`src/logic/exec_unit_pkg.sv`:
```
// constants, command codes and register map of the add, logic, shift and branch unit
// assumes an apb master on pclk; operands are placed in the operand register first
// ****************************************************************************
// How it works
// - index add sums unsigned second accumulator, flags kept
// - add with carry sums byte plus carry
// - plain add sums byte without carry
// - double add uses two bytes, half-carry kept
// - 8-bit adds set half-carry from low nibble
// - accumulator adds set negative from sign, zero on zero
// - accumulator adds set overflow and carry from result
// - and stores result, clears overflow, keeps h,c
// - flag mask ands flag register with immediate
// - left shift moves bits up, zero in
// - shift carry gets old top bit, nz
// - shift overflow is old bit six xor seven
// - carry clear branch taken when carry zero
// - carry set branch taken when carry one
// - equal branch taken when zero flag set
// - signed ge branch when negative equals overflow
// - signed gt also needs zero flag clear
// - branches never change the flag register
// - unsigned higher branch needs carry, zero clear
// ****************************************************************************
package exec_unit_pkg;

  // ****************************************************************************
  // register map, byte addresses
  // ****************************************************************************
  localparam logic [11:0] OFS_FIRST_ACCUMULATOR     = 12'h000;
  localparam logic [11:0] OFS_SECOND_ACCUMULATOR    = 12'h004;
  localparam logic [11:0] OFS_FIRST_INDEX_REGISTER  = 12'h008;
  localparam logic [11:0] OFS_FLAG_REGISTER         = 12'h00C;
  localparam logic [11:0] OFS_PROGRAM_COUNTER       = 12'h010;
  localparam logic [11:0] OFS_MEMORY_OPERAND        = 12'h014;
  localparam logic [11:0] OFS_COMMAND               = 12'h018;
  localparam logic [11:0] OFS_WRITEBACK_DATA        = 12'h01C;
  localparam logic [11:0] OFS_STATUS                = 12'h020;

  // ****************************************************************************
  // field positions
  // ****************************************************************************
  localparam int FLAG_C         = 0;
  localparam int FLAG_V         = 1;
  localparam int FLAG_Z         = 2;
  localparam int FLAG_N         = 3;
  localparam int FLAG_H         = 5;
  localparam int CMD_SEL_BIT    = 4;
  localparam int CMD_MEM_BIT    = 5;
  localparam int CMD_LONG_BIT   = 6;
  localparam int STAT_TAKEN     = 0;
  localparam int STAT_WB_VALID  = 1;

  // ****************************************************************************
  // reset values
  // ****************************************************************************
  localparam logic [7:0]  RST_BYTE  = 8'h00;
  localparam logic [15:0] RST_WORD  = 16'h0000;
  localparam logic [7:0]  RST_FLAGS = 8'h00;
  localparam logic [6:0]  RST_CMD   = 7'h00;

  // ****************************************************************************
  // command codes, low nibble of the command register
  // ****************************************************************************
  localparam logic [3:0] OP_NOP                      = 4'h0;
  localparam logic [3:0] OP_ADD_B_INTO_FIRST_INDEX   = 4'h1;
  localparam logic [3:0] OP_ADD_WITH_CARRY           = 4'h2;
  localparam logic [3:0] OP_ADD_PLAIN                = 4'h3;
  localparam logic [3:0] OP_DOUBLE_ACCUMULATOR_SUM   = 4'h4;
  localparam logic [3:0] OP_ACC_BITWISE_AND          = 4'h5;
  localparam logic [3:0] OP_FLAG_REGISTER_MASK       = 4'h6;
  localparam logic [3:0] OP_ARITH_SHIFT_LEFT         = 4'h7;
  localparam logic [3:0] OP_BRANCH_CARRY_CLEAR       = 4'h8;
  localparam logic [3:0] OP_BRANCH_CARRY_SET         = 4'h9;
  localparam logic [3:0] OP_BRANCH_IF_EQUAL          = 4'hA;
  localparam logic [3:0] OP_BRANCH_SIGNED_GE         = 4'hB;
  localparam logic [3:0] OP_BRANCH_SIGNED_GT         = 4'hC;
  localparam logic [3:0] OP_BRANCH_UNSIGNED_HIGHER   = 4'hD;

endpackage

```
`src/logic/exec_unit.sv`:
```
// add, logic, shift and conditional branch unit with an apb register file
// assumes an apb master on pclk; a write to the command register executes at once
module exec_unit
  import exec_unit_pkg::*;
(
  input  wire logic        pclk,
  input  wire logic        presetn,
  input  wire logic        psel,
  input  wire logic        penable,
  input  wire logic        pwrite,
  input  wire logic [11:0] paddr,
  input  wire logic [31:0] pwdata,
  output logic             pready,
  output logic [31:0]      prdata,
  output logic             pslverr
);

  // ****************************************************************************
  // state
  // ****************************************************************************
  typedef struct packed {
    logic [7:0]  first_accumulator;
    logic [7:0]  second_accumulator;
    logic [15:0] first_index_register;
    logic [7:0]  flag_register;
    logic [15:0] program_counter;
    logic [15:0] memory_operand;
    logic [6:0]  command;
    logic [7:0]  writeback_data;
    logic        writeback_valid;
    logic        taken;
    logic        pready;
    logic        pslverr;
    logic [31:0] prdata;
  } state_t;

  state_t q;
  state_t d;

  // ****************************************************************************
  // helpers
  // ****************************************************************************
  // returns {half, overflow, carry, sum}
  function automatic logic [10:0] add8(input logic [7:0] a,
                                       input logic [7:0] b,
                                       input logic       cin);
    logic [8:0] s;
    logic [4:0] lo;
    logic       v;
    s  = {1'b0, a} + {1'b0, b} + {8'h00, cin};
    lo = {1'b0, a[3:0]} + {1'b0, b[3:0]} + {4'h0, cin};
    v  = (a[7] == b[7]) && (s[7] != a[7]);
    return {lo[4], v, s[8], s[7:0]};
  endfunction

  function automatic logic [7:0] with_nz(input logic [7:0] f,
                                         input logic       neg,
                                         input logic       zero);
    logic [7:0] r;
    r         = f;
    r[FLAG_N] = neg;
    r[FLAG_Z] = zero;
    return r;
  endfunction

  function automatic logic is_branch(input logic [3:0] op);
    return (op >= OP_BRANCH_CARRY_CLEAR) && (op <= OP_BRANCH_UNSIGNED_HIGHER);
  endfunction

  function automatic logic branch_cond(input logic [3:0] op, input logic [7:0] f);
    logic r;
    r = 1'b0;
    case (op)
      OP_BRANCH_CARRY_CLEAR:     r = ~f[FLAG_C];
      OP_BRANCH_CARRY_SET:       r = f[FLAG_C];
      OP_BRANCH_IF_EQUAL:        r = f[FLAG_Z];
      OP_BRANCH_SIGNED_GE:       r = ~(f[FLAG_N] ^ f[FLAG_V]);
      OP_BRANCH_SIGNED_GT:       r = ~(f[FLAG_Z] | (f[FLAG_N] ^ f[FLAG_V]));
      OP_BRANCH_UNSIGNED_HIGHER: r = ~(f[FLAG_C] | f[FLAG_Z]);
      default:                   r = 1'b0;
    endcase
    return r;
  endfunction

  // short form takes the low byte sign-extended, long form the whole word
  function automatic logic [15:0] branch_offset(input logic [15:0] opnd,
                                                input logic        long_form);
    return long_form ? opnd : {{8{opnd[7]}}, opnd[7:0]};
  endfunction

  // ****************************************************************************
  // bus decode
  // ****************************************************************************
  logic       setup;
  logic       take;
  logic       cmd_go;
  logic [3:0] go_op;
  logic       go_sel;
  logic       go_mem;
  logic       go_long;

  assign setup   = psel & ~penable;
  assign take    = psel & penable & q.pready;
  assign cmd_go  = take & pwrite & (paddr == OFS_COMMAND);
  assign go_op   = pwdata[3:0];
  assign go_sel  = pwdata[CMD_SEL_BIT];
  assign go_mem  = pwdata[CMD_MEM_BIT];
  assign go_long = pwdata[CMD_LONG_BIT];

  // ****************************************************************************
  // next state
  // ****************************************************************************
  always_comb begin
    logic [7:0]  acc;
    logic [7:0]  res8;
    logic        wr_acc;
    logic [10:0] s8;
    logic [16:0] s16;
    logic [7:0]  src;
    logic [31:0] rd;
    logic        hit;
    acc    = go_sel ? q.second_accumulator : q.first_accumulator;
    res8   = RST_BYTE;
    wr_acc = 1'b0;
    s8     = 11'h000;
    s16    = 17'h00000;
    src    = RST_BYTE;
    rd     = 32'h0000_0000;
    hit    = 1'b1;
    d      = q;
    d.pready  = 1'b0;
    d.pslverr = 1'b0;

    // read data is captured in the setup cycle and answered in the access cycle
    if (paddr == OFS_FIRST_ACCUMULATOR) begin
      rd[7:0] = q.first_accumulator;
    end else if (paddr == OFS_SECOND_ACCUMULATOR) begin
      rd[7:0] = q.second_accumulator;
    end else if (paddr == OFS_FIRST_INDEX_REGISTER) begin
      rd[15:0] = q.first_index_register;
    end else if (paddr == OFS_FLAG_REGISTER) begin
      rd[7:0] = q.flag_register;
    end else if (paddr == OFS_PROGRAM_COUNTER) begin
      rd[15:0] = q.program_counter;
    end else if (paddr == OFS_MEMORY_OPERAND) begin
      rd[15:0] = q.memory_operand;
    end else if (paddr == OFS_COMMAND) begin
      rd[6:0] = q.command;
    end else if (paddr == OFS_WRITEBACK_DATA) begin
      rd[7:0] = q.writeback_data;
    end else if (paddr == OFS_STATUS) begin
      rd[STAT_TAKEN]    = q.taken;
      rd[STAT_WB_VALID] = q.writeback_valid;
    end else begin
      hit = 1'b0;
    end

    if (setup) begin
      d.pready  = 1'b1;
      d.pslverr = ~hit;
      d.prdata  = pwrite ? 32'h0000_0000 : rd;
    end

    // reading the write-back byte clears the write-back valid flag
    if (take && !pwrite && (paddr == OFS_WRITEBACK_DATA)) begin
      d.writeback_valid = 1'b0;
    end

    if (take && pwrite) begin
      if (paddr == OFS_FIRST_ACCUMULATOR) begin
        d.first_accumulator = pwdata[7:0];
      end else if (paddr == OFS_SECOND_ACCUMULATOR) begin
        d.second_accumulator = pwdata[7:0];
      end else if (paddr == OFS_FIRST_INDEX_REGISTER) begin
        d.first_index_register = pwdata[15:0];
      end else if (paddr == OFS_FLAG_REGISTER) begin
        d.flag_register = pwdata[7:0];
      end else if (paddr == OFS_PROGRAM_COUNTER) begin
        d.program_counter = pwdata[15:0];
      end else if (paddr == OFS_MEMORY_OPERAND) begin
        d.memory_operand = pwdata[15:0];
      end else if (paddr == OFS_COMMAND) begin
        d.command = pwdata[6:0];
      end
    end

    // ****************************************************************************
    // execution
    // ****************************************************************************
    if (cmd_go) begin
      case (go_op)
        OP_ADD_B_INTO_FIRST_INDEX: begin
          d.first_index_register = q.first_index_register + {8'h00, q.second_accumulator};
        end
        OP_ADD_WITH_CARRY, OP_ADD_PLAIN: begin
          s8 = add8(acc, q.memory_operand[7:0],
                    (go_op == OP_ADD_WITH_CARRY) & q.flag_register[FLAG_C]);
          res8   = s8[7:0];
          wr_acc = 1'b1;
          d.flag_register          = with_nz(q.flag_register, res8[7], res8 == 8'h00);
          d.flag_register[FLAG_H]  = s8[10];
          d.flag_register[FLAG_V]  = s8[9];
          d.flag_register[FLAG_C]  = s8[8];
        end
        OP_DOUBLE_ACCUMULATOR_SUM: begin
          s16 = {1'b0, q.first_accumulator, q.second_accumulator}
              + {1'b0, q.memory_operand};
          d.first_accumulator  = s16[15:8];
          d.second_accumulator = s16[7:0];
          d.flag_register = with_nz(q.flag_register, s16[15], s16[15:0] == 16'h0000);
          d.flag_register[FLAG_V] = (q.first_accumulator[7] == q.memory_operand[15])
                                  && (s16[15] != q.first_accumulator[7]);
          d.flag_register[FLAG_C] = s16[16];
        end
        OP_ACC_BITWISE_AND: begin
          res8   = acc & q.memory_operand[7:0];
          wr_acc = 1'b1;
          d.flag_register         = with_nz(q.flag_register, res8[7], res8 == 8'h00);
          d.flag_register[FLAG_V] = 1'b0;
        end
        OP_FLAG_REGISTER_MASK: begin
          d.flag_register = q.flag_register & q.memory_operand[7:0];
        end
        OP_ARITH_SHIFT_LEFT: begin
          src  = go_mem ? q.memory_operand[7:0] : acc;
          res8 = {src[6:0], 1'b0};
          d.flag_register         = with_nz(q.flag_register, res8[7], res8 == 8'h00);
          d.flag_register[FLAG_C] = src[7];
          d.flag_register[FLAG_V] = src[7] ^ src[6];
          if (go_mem) begin
            d.writeback_data  = res8;
            d.writeback_valid = 1'b1;
          end else begin
            wr_acc = 1'b1;
          end
        end
        default: begin
          // branches leave the flag register alone
          if (is_branch(go_op)) begin
            d.taken = branch_cond(go_op, q.flag_register);
            if (branch_cond(go_op, q.flag_register)) begin
              d.program_counter = q.program_counter
                                + branch_offset(q.memory_operand, go_long);
            end
          end
        end
      endcase
      if (wr_acc) begin
        if (go_sel) begin
          d.second_accumulator = res8;
        end else begin
          d.first_accumulator = res8;
        end
      end
    end
  end

  always_ff @(posedge pclk or negedge presetn) begin
    if (!presetn) begin
      q <= '{first_accumulator:    RST_BYTE,
             second_accumulator:   RST_BYTE,
             first_index_register: RST_WORD,
             flag_register:        RST_FLAGS,
             program_counter:      RST_WORD,
             memory_operand:       RST_WORD,
             command:              RST_CMD,
             writeback_data:       RST_BYTE,
             writeback_valid:      1'b0,
             taken:                1'b0,
             pready:               1'b0,
             pslverr:              1'b0,
             prdata:               32'h0000_0000};
    end else begin
      q <= d;
    end
  end

  assign pready  = q.pready;
  assign prdata  = q.prdata;
  assign pslverr = q.pslverr;
endmodule

```
`config.mk`:
```
export PLATFORM = sky130hd
export DESIGN_NAME = exec_unit
export DESIGN_NICKNAME = d
export VERILOG_FILES = /design/src/logic/exec_unit_pkg.sv /design/src/logic/exec_unit.sv
export SDC_FILE = /design/constraint.sdc
export NUM_CORES = 1
export LEC_CHECK = 0
export BUFFER_PORTS_ARGS = -buffer_cell sky130_fd_sc_hd__buf_2
export CAP_MARGIN = 20
export CORE_MARGIN = 2
export CORE_UTILIZATION = 53
export CTS_CLUSTER_SIZE = 28
export DETAILED_ROUTE_END_ITERATION = 12
export PLACE_DENSITY = 0.75
export RECOVER_POWER = 100
export SYNTH_ARGS = -nofsm -noshare
export SYNTH_HDL_FRONTEND = slang
export SYNTH_SLANG_ARGS = --single-unit
```
`constraint.sdc`:
```
create_clock -name pclk -period 4.92 [get_ports pclk]
set_input_delay 0.984 -clock pclk [delete_from_list [all_inputs] [get_ports pclk]]
set_output_delay 0.984 -clock pclk [all_outputs]
set_load 0.01 [all_outputs]
```
==> results of run 1 <==
[synthesized netlist by cell type, types with 13 or more instances]
master,n
xnor2_1,23
and3_1,13
dfrtp_1,106
nor2_1,70
mux2_2,45
mux2i_1,29
a21oi_1,73
nand2_1,114
a21o_1,14
buf_4,35
o22ai_1,25
nand3_1,24
xor2_1,15
nand2b_1,13
inv_1,31
ha_1,47
o21ai_0,53
clkbuf_1,35
[where the power goes]
part	total [mW]	switching [mW]	internal, mW	leakage [nW]
registers	0.883	0.00430	0.878	1.45
logic	0.123	0.0900	0.0333	2.57
clock network	0.820	0.355	0.465	0.157
total	1.83	0.449	1.38	4.18
[routing by layer]
layer	track usage [%]	routed length, µm
met4	12.9	820
met3	5.66	2500
met5	0	0
met2	44.1	10600
met1	43.2	10800
[registers in the layout (all words and copies together), names as in the netlist]
register  flops
prdata       16
pready        1
q            88
pslverr       1
[cells in the final DEF, fill, tap and decap left out, types with 7 or more instances in the layout]
cell,netlist,routed
a211oi_1,11,11
a21o_1,14,14
a21oi_1,73,73
a222oi_1,12,12
a22oi_1,8,8
a31oi_1,12,12
and3_1,13,13
buf_2,7,30
buf_4,35,8
clkbuf_1,35,27
clkbuf_16,0,9
conb_1,1,16
dfrtp_1,106,106
ha_1,47,47
inv_1,31,32
mux2_2,45,45
mux2i_1,29,29
nand2_1,114,114
nand2b_1,13,13
nand3_1,24,24
nand4_1,7,7
nor2_1,70,71
nor2b_1,7,7
nor3_1,12,14
nor4_1,6,7
o21a_1,8,8
o21ai_0,53,54
o221ai_1,11,11
o22ai_1,25,25
o31ai_1,11,11
or3_1,10,11
xnor2_1,23,23
xor2_1,15,15
[kinds of logic after synthesis]
| family | count (synthesis) |
|---|---|
| and+or+nand+nor | 300 |
| xor gates and xnor gates | 38 |
| buffers and inverters | 115 |
| AOI/OAI and AO/OA | 283 |
| other | 1 |
| muxes | 74 |
| adders and majority gates | 52 |
| DFF | 106 |
[worst max path at each step]
stage | to | startpoint | slack, ns
6_report | q[100] | paddr[1] | 0.84
2_1_floorplan | q[113] | pwdata[1] | 0.91
3_3_place_gp | q[113] | pwdata[4] | 0.74
3_5_place_dp | q[113] | pwdata[4] | 0.76
5_1_grt | q[116] | presetn | 0.49
4_1_cts | q[113] | pwdata[4] | 1.12
[layout make-up]
cell class | instances | area [µm²]
Fill cell | 1391 | 6450
Inverter | 32 | 120
Clock buffer | 11 | 243
Timing Repair Buffer | 65 | 313
Multi-Input combinational cell | 763 | 5130
Clock inverter | 5 | 85.1
Sequential cell | 106 | 2650
Tap cell | 211 | 264
[worst reg2reg max path: stages, from the launching register on]
cell and delay, ns:
dfrtp_1 0.37, nand4_1 0.28, or3_1 0.45, nor2_1 0.53
clkbuf_1 0.70, nand3_1 0.17, clkbuf_1 0.39, nand2_1 0.25
o22ai_1 0.11, a211oi_1 0.24
==> out/results.txt, run 1 <==
Top-area cell type share of the netlist area = 31.8%
Hold depth = 2
CTS tree = done
Post-Synth Simple-Gate Area = 17.1%
Crit path cell chain = clkbuf_1, or3b_1, or3_1, nor2_1, clkbuf_1, nand3_1, clkbuf_1, nand2_1, o22ai_1, a211oi_1
TritonRoute pass-1 iters = 8
Layout cells sized above 1 = 10.7%
Cts repair resizes = 0
Final #Nets = 1,078
Pleak = 4.18 nW
Post-Syn Instances = 969
Initial Utilization = 54.6%
Setup tns final = 0 ns
Core Area = 15,300 µm²
Post-synthesis xor/xnor area fraction = 3.99%
Placed Cells = 1,177
Yosys Warn Count = 0
CTS Root Cell = clkbuf_16
CTS Hold Bufs = 0
Number of synthesized flops with an enable pin = 0
RSZ-0062 raised after global routing = false
Top cells by area, synth = dfrtp_1, ha_1, mux2_2
Final Max Tran Viols = 109
Post-synthesis compound-gate area fraction = 22.3%
Wire length of the first global-routing pass = 38,400 µm
CP Buf/Inv Count = 3
Antenna viol nets, final = 0
Clk slew on worst S/H paths = 0.07 ns
Slew margin rel. = -31.1%
Avg Cell Area, Syn = 8.60 µm²
DIE AREA = 16,700 µm²
Routed WL = 24,600 µm
Post-synth top area cell = dfrtp_1
Internal reg-to-reg setup slack = 1.35 ns
DR vias = 7,675
Ant diodes = 0
Final setup margin = 0.842 ns
Fin crit share = 82.9%
Main combinational cell family by area after synthesis = compound AO/OA/AOI/OAI gates
Worst hold path type = flip-flop to flip-flop
CP max stage delay = 0.70 ns
Hold_sp = prdata[8]
CP required = 5.19 ns
Most common flop cell mapped by yosys = dfrtp_1
Count of different cell masters after synthesis = 70
Clock Latency Late Sink = 0.36 ns
Fin. Hold Viols = 0
FF-to-FF Start = pready
Seq cells post-synth = 106
Worst Max-Slew Pin Slew = 1.97 ns
Post-synthesis mux area share = 9.56%
Outcome = finished with violations
DR DRC count = 0
Area post-placement = 8560 µm²
Synth Area in Adders = 8.26%
Num ports = 83
Pwr per Cell Area = 207 nW/µm²
Power, Total = 1.83 mW
Routability congestion estimate = 0.934
Min Tclk post-route = 4.08 ns
Hold EP = prdata[8]
Finished Cell Area = 8810 µm²
Finish-stage setup viols = 0
CP max-delay cell = clkbuf_1
Worst EP arrival = 4.35 ns
Worst flop-to-flop path endpoint = q[100]
Cell Rows = 45
Clock Path Buffers = 2
Achievable frequency = 245 MHz
1st-iter DRT viols = 1,080
CP Class = input port to flip-flop
CTS buffer count = 9
Post-CTS setup buffer count = 0
Pin count of the biggest net entering global routing = 73
Final core utilization = 57.8%
Setup WS pre-CTS = 0.764 ns
Total grt overflow = 0
R2r worst-path depth = 9
Stages on the worst setup path = 10
Hold WS = 0.480 ns
Area grow syn2layout = 5.73%
Most Frequent Cell on Critical Path = clkbuf_1
Final Skew = 0.0117 ns
WL per Instance = 20.6 µm
Async S/R FF share, synth = 100%
Failing checks = capacitance limit, slew limit
Startpoint type of the worst setup path = input port
Number of global-route vias before repair = 7,002
Cell Count, Final, Fillers Out = 1,193
CTS H-tree lvls = 3
Max-Cap Viols = 2
GRT Overall Usage = 30.0%
Mapped Area = 8330 µm²
Die Y = 129 µm
Final HPWL DP = 18,100 µm
Initial antenna violation count = 0
Buffers on Ports = 50
Clock tree sinks = 106
Register area share after synthesis = 31.8%
Width of the die = 129 µm
Worst VDD drop = 171 µV
Largest delay share family, worst path = simple AND/OR/NAND/NOR gates
Vias per cell = 6.43
Crit-path max FO = 20
Crit end category = flip-flop
Power figures use the tool's default switching activity.
==> run 2, diff against run 1 <==
Settings changed: ABC_AREA set to 1, PLACE_DENSITY 0.75 to 0.74.
Clock period 4.92 ns to 3.9 ns, I/O delays scaled along.
==> run 2 against run 1 <==
Effect of this change: the flow now finishes without violations; final cell count up 42%; combinational power rose by 46%; highest routed layer unchanged; non-clock buffer count is 2 lower; design area up 13%; count of clock-buffer cells in the layout is 2 lower; hold slack better by 0.0027 ns.
==> out/results.txt, run 2 <==
Commonest cells after routing, fill and taps aside = nand2_1, inv_1, o21ai_0
Final Skew = 0.00943 ns
Slew margin rel. = 1.78%
Yosys Warn Count = 0
CP required = 4.17 ns
Area grow syn2layout = 5.16%
Async S/R FF share, synth = 100%
Wire length of the first global-routing pass = 47,200 µm
GRT Overall Usage = 32.8%
Count of different cell masters after synthesis = 59
Setup tns final = 0 ns
Antenna viol nets, final = 0
Final HPWL DP = 22,900 µm
Initial antenna violation count = 0
Min Tclk post-route = 3.36 ns
CTS buffer count = 9
Number of synthesized flops with an enable pin = 0
Ant diodes = 0
Post-synth top area cell = dfrtp_1
Register area share after synthesis = 28.1%
Worst hold path type = flip-flop to flip-flop
CTS tree = done
Clock tree sinks = 106
Most Frequent Cell on Critical Path = clkbuf_1
Commonest non-fill, non-tap cell in the layout = nand2_1
Main combinational cell family by area after synthesis = simple AND/OR/NAND/NOR gates
Post-synthesis xor/xnor area fraction = 1.76%
Synth Area in Adders = 7.28%
Finish-stage setup viols = 0
DIE AREA = 18,900 µm²
CTS H-tree lvls = 3
Fin. Hold Viols = 0
Post-Syn Instances = 1,444
CTS Hold Bufs = 0
WL per Instance = 17.7 µm
Pwr per Cell Area = 228 nW/µm²
Worst VDD drop = 207 µV
Startpoint type of the worst setup path = input port
Total grt overflow = 0
Area post-placement = 9760 µm²
Cts repair resizes = 0
Final #Nets = 1,570
Fin crit share = 86.2%
Pleak = 5.26 nW
Max-Cap Viols = 0
Fillers = 1,761
Final Max Tran Viols = 0
Achievable frequency = 297 MHz
Reg with most FFs = q
CP max-delay cell = clkbuf_1
Num ports = 83
Post-synth top cells = nand2_1, inv_1, o21ai_0
Number of global-route vias before repair = 8,684
Crit-path max FO = 31
Post-CTS setup buffer count = 0
Buffers on Ports = 50
Worst Max-Slew Pin Slew = 1.47 ns
Routability congestion estimate = 0.970
Crit end category = flip-flop
Most common flop cell mapped by yosys = dfrtp_1
Crit path cell chain = clkbuf_1, nand4_1, inv_1, clkbuf_1, nand2_1, clkbuf_1, nand2_1, o21ai_0, o22ai_1, inv_1
Mapped Area = 9460 µm²
Finished Cell Area = 9940 µm²
RSZ-0062 raised after global routing = false
Max reg flops = 88
Post-Synth Simple-Gate Area = 33.1%
Initial Utilization = 54.5%
Die Y = 138 µm
Top-area cell type share of the netlist area = 28.1%
Vias per cell = 5.73
Avg Cell Area, Syn = 6.55 µm²
CP max stage delay = 0.53 ns
Clock Path Buffers = 2
Clock Latency Late Sink = 0.37 ns
DR vias = 9,738
Pin count of the biggest net entering global routing = 56
CP Class = input port to flip-flop
CTS Root Cell = clkbuf_16
DR DRC count = 0
Seq cells post-synth = 106
Routed WL = 30,000 µm
Top cells by area, synth = dfrtp_1, nand2_1, inv_1
Worst EP arrival = 3.63 ns
Core Area = 17,400 µm²
Post-synthesis mux area share = 0.318%
Width of the die = 138 µm
1st-iter DRT viols = 903
Count leader, synth = nand2_1
Cell Rows = 48
Clk slew on worst S/H paths = 0.08 ns
TritonRoute pass-1 iters = 7
Post-synthesis compound-gate area fraction = 17.5%
Outcome = completed
Layout cells sized above 1 = 6.17%
-- run 2: cell types whose count changed after synthesis, sizes merged, moves of 13 or more --
cell	before	now
clkbuf	35	13
nor2	71	110
nand2	114	450
nand2b	13	0
mux2	45	0
xnor2	23	4
mux2i	29	3
o21ai	54	142
nand3	25	99
inv	32	195
-- run 2: through the flow --
step	instances	setup slack, ns	total power, mW	hold WS [ns]	util [%]
after floorplan	1459	0.957	1.23	0.450	-
after global placement	1683	0.548	1.31	0.458	56.2
after detailed placement	1683	0.554	1.31	0.462	56.2
after CTS	1699	0.931	2.27	0.482	58.0
after global routing	1699	0.373	2.33	0.514	57.3
final	1699	0.537	2.27	0.483	57.3
-- run 2: cells by family (layout without fill, tap and decap cells) --
| group | after synthesis | after routing |
|---|---|---|
| AND/OR/NAND/NOR | 712 | 712 |
| AO/OA/AOI/OAI | 291 | 291 |
| buffers and inverters | 260 | 275 |
| flip-flops | 106 | 106 |
| adder cells (fa/ha/maj) | 52 | 52 |
| XOR/XNOR | 19 | 19 |
| multiplexers | 3 | 3 |
| other | 1 | 16 |
-- run 2: path summary, 6_finish.rpt --
kind / slack, ns / cells after the start / from / end
max in group asynchronous: 1.10 / 2 / presetn / q[77]
worst min register to register: 0.48 / 2 / prdata[0] / prdata[0]
min in group asynchronous: 0.75 / 1 / presetn / q[53]
worst max-delay path: 0.54 / 10 / pwrite / q[81]
worst max register to register: 0.90 / 8 / pready / q[81]
worst min-delay path: 0.48 / 2 / prdata[0] / prdata[0]
-- run 2: area by class of cell --
class / instances / area [µm²] / share of cell area (%)
clock buffer: 9 / 225 / 2.27
multi-input combinational: 1093 / 5660 / 56.9
tap: 225 / 282 / 2.83
clock inverter: 7 / 86.3 / 0.868
timing repair buffer: 63 / 302 / 3.03
sequential: 106 / 2650 / 26.7
inverter: 196 / 736 / 7.40
-- run 2: report_power, final --
part / leakage (nW) / total (mW) / internal (mW) / switching, mW
Sequential: 1.42 / 1.10 / 1.10 / 0.00121
Combinational: 3.69 / 0.180 / 0.0415 / 0.139
Clock: 0.153 / 0.984 / 0.468 / 0.516
-- run 2: routing by layer --
metal	GRT usage, %	vias to the layer above	part of all wire (%)
met2	50.4	478	43
met3	5.00	78	9.4
met5	0	-	0
li1	-	4732	-
met4	14.1	0	4.3
met1	46.0	4450	43
-- run 2: critical path: cells and delay by family --
kind,cells,cell delay (ns)
buf+inv,5,1.72
simple gates,3,0.77
compound gates,2,0.33
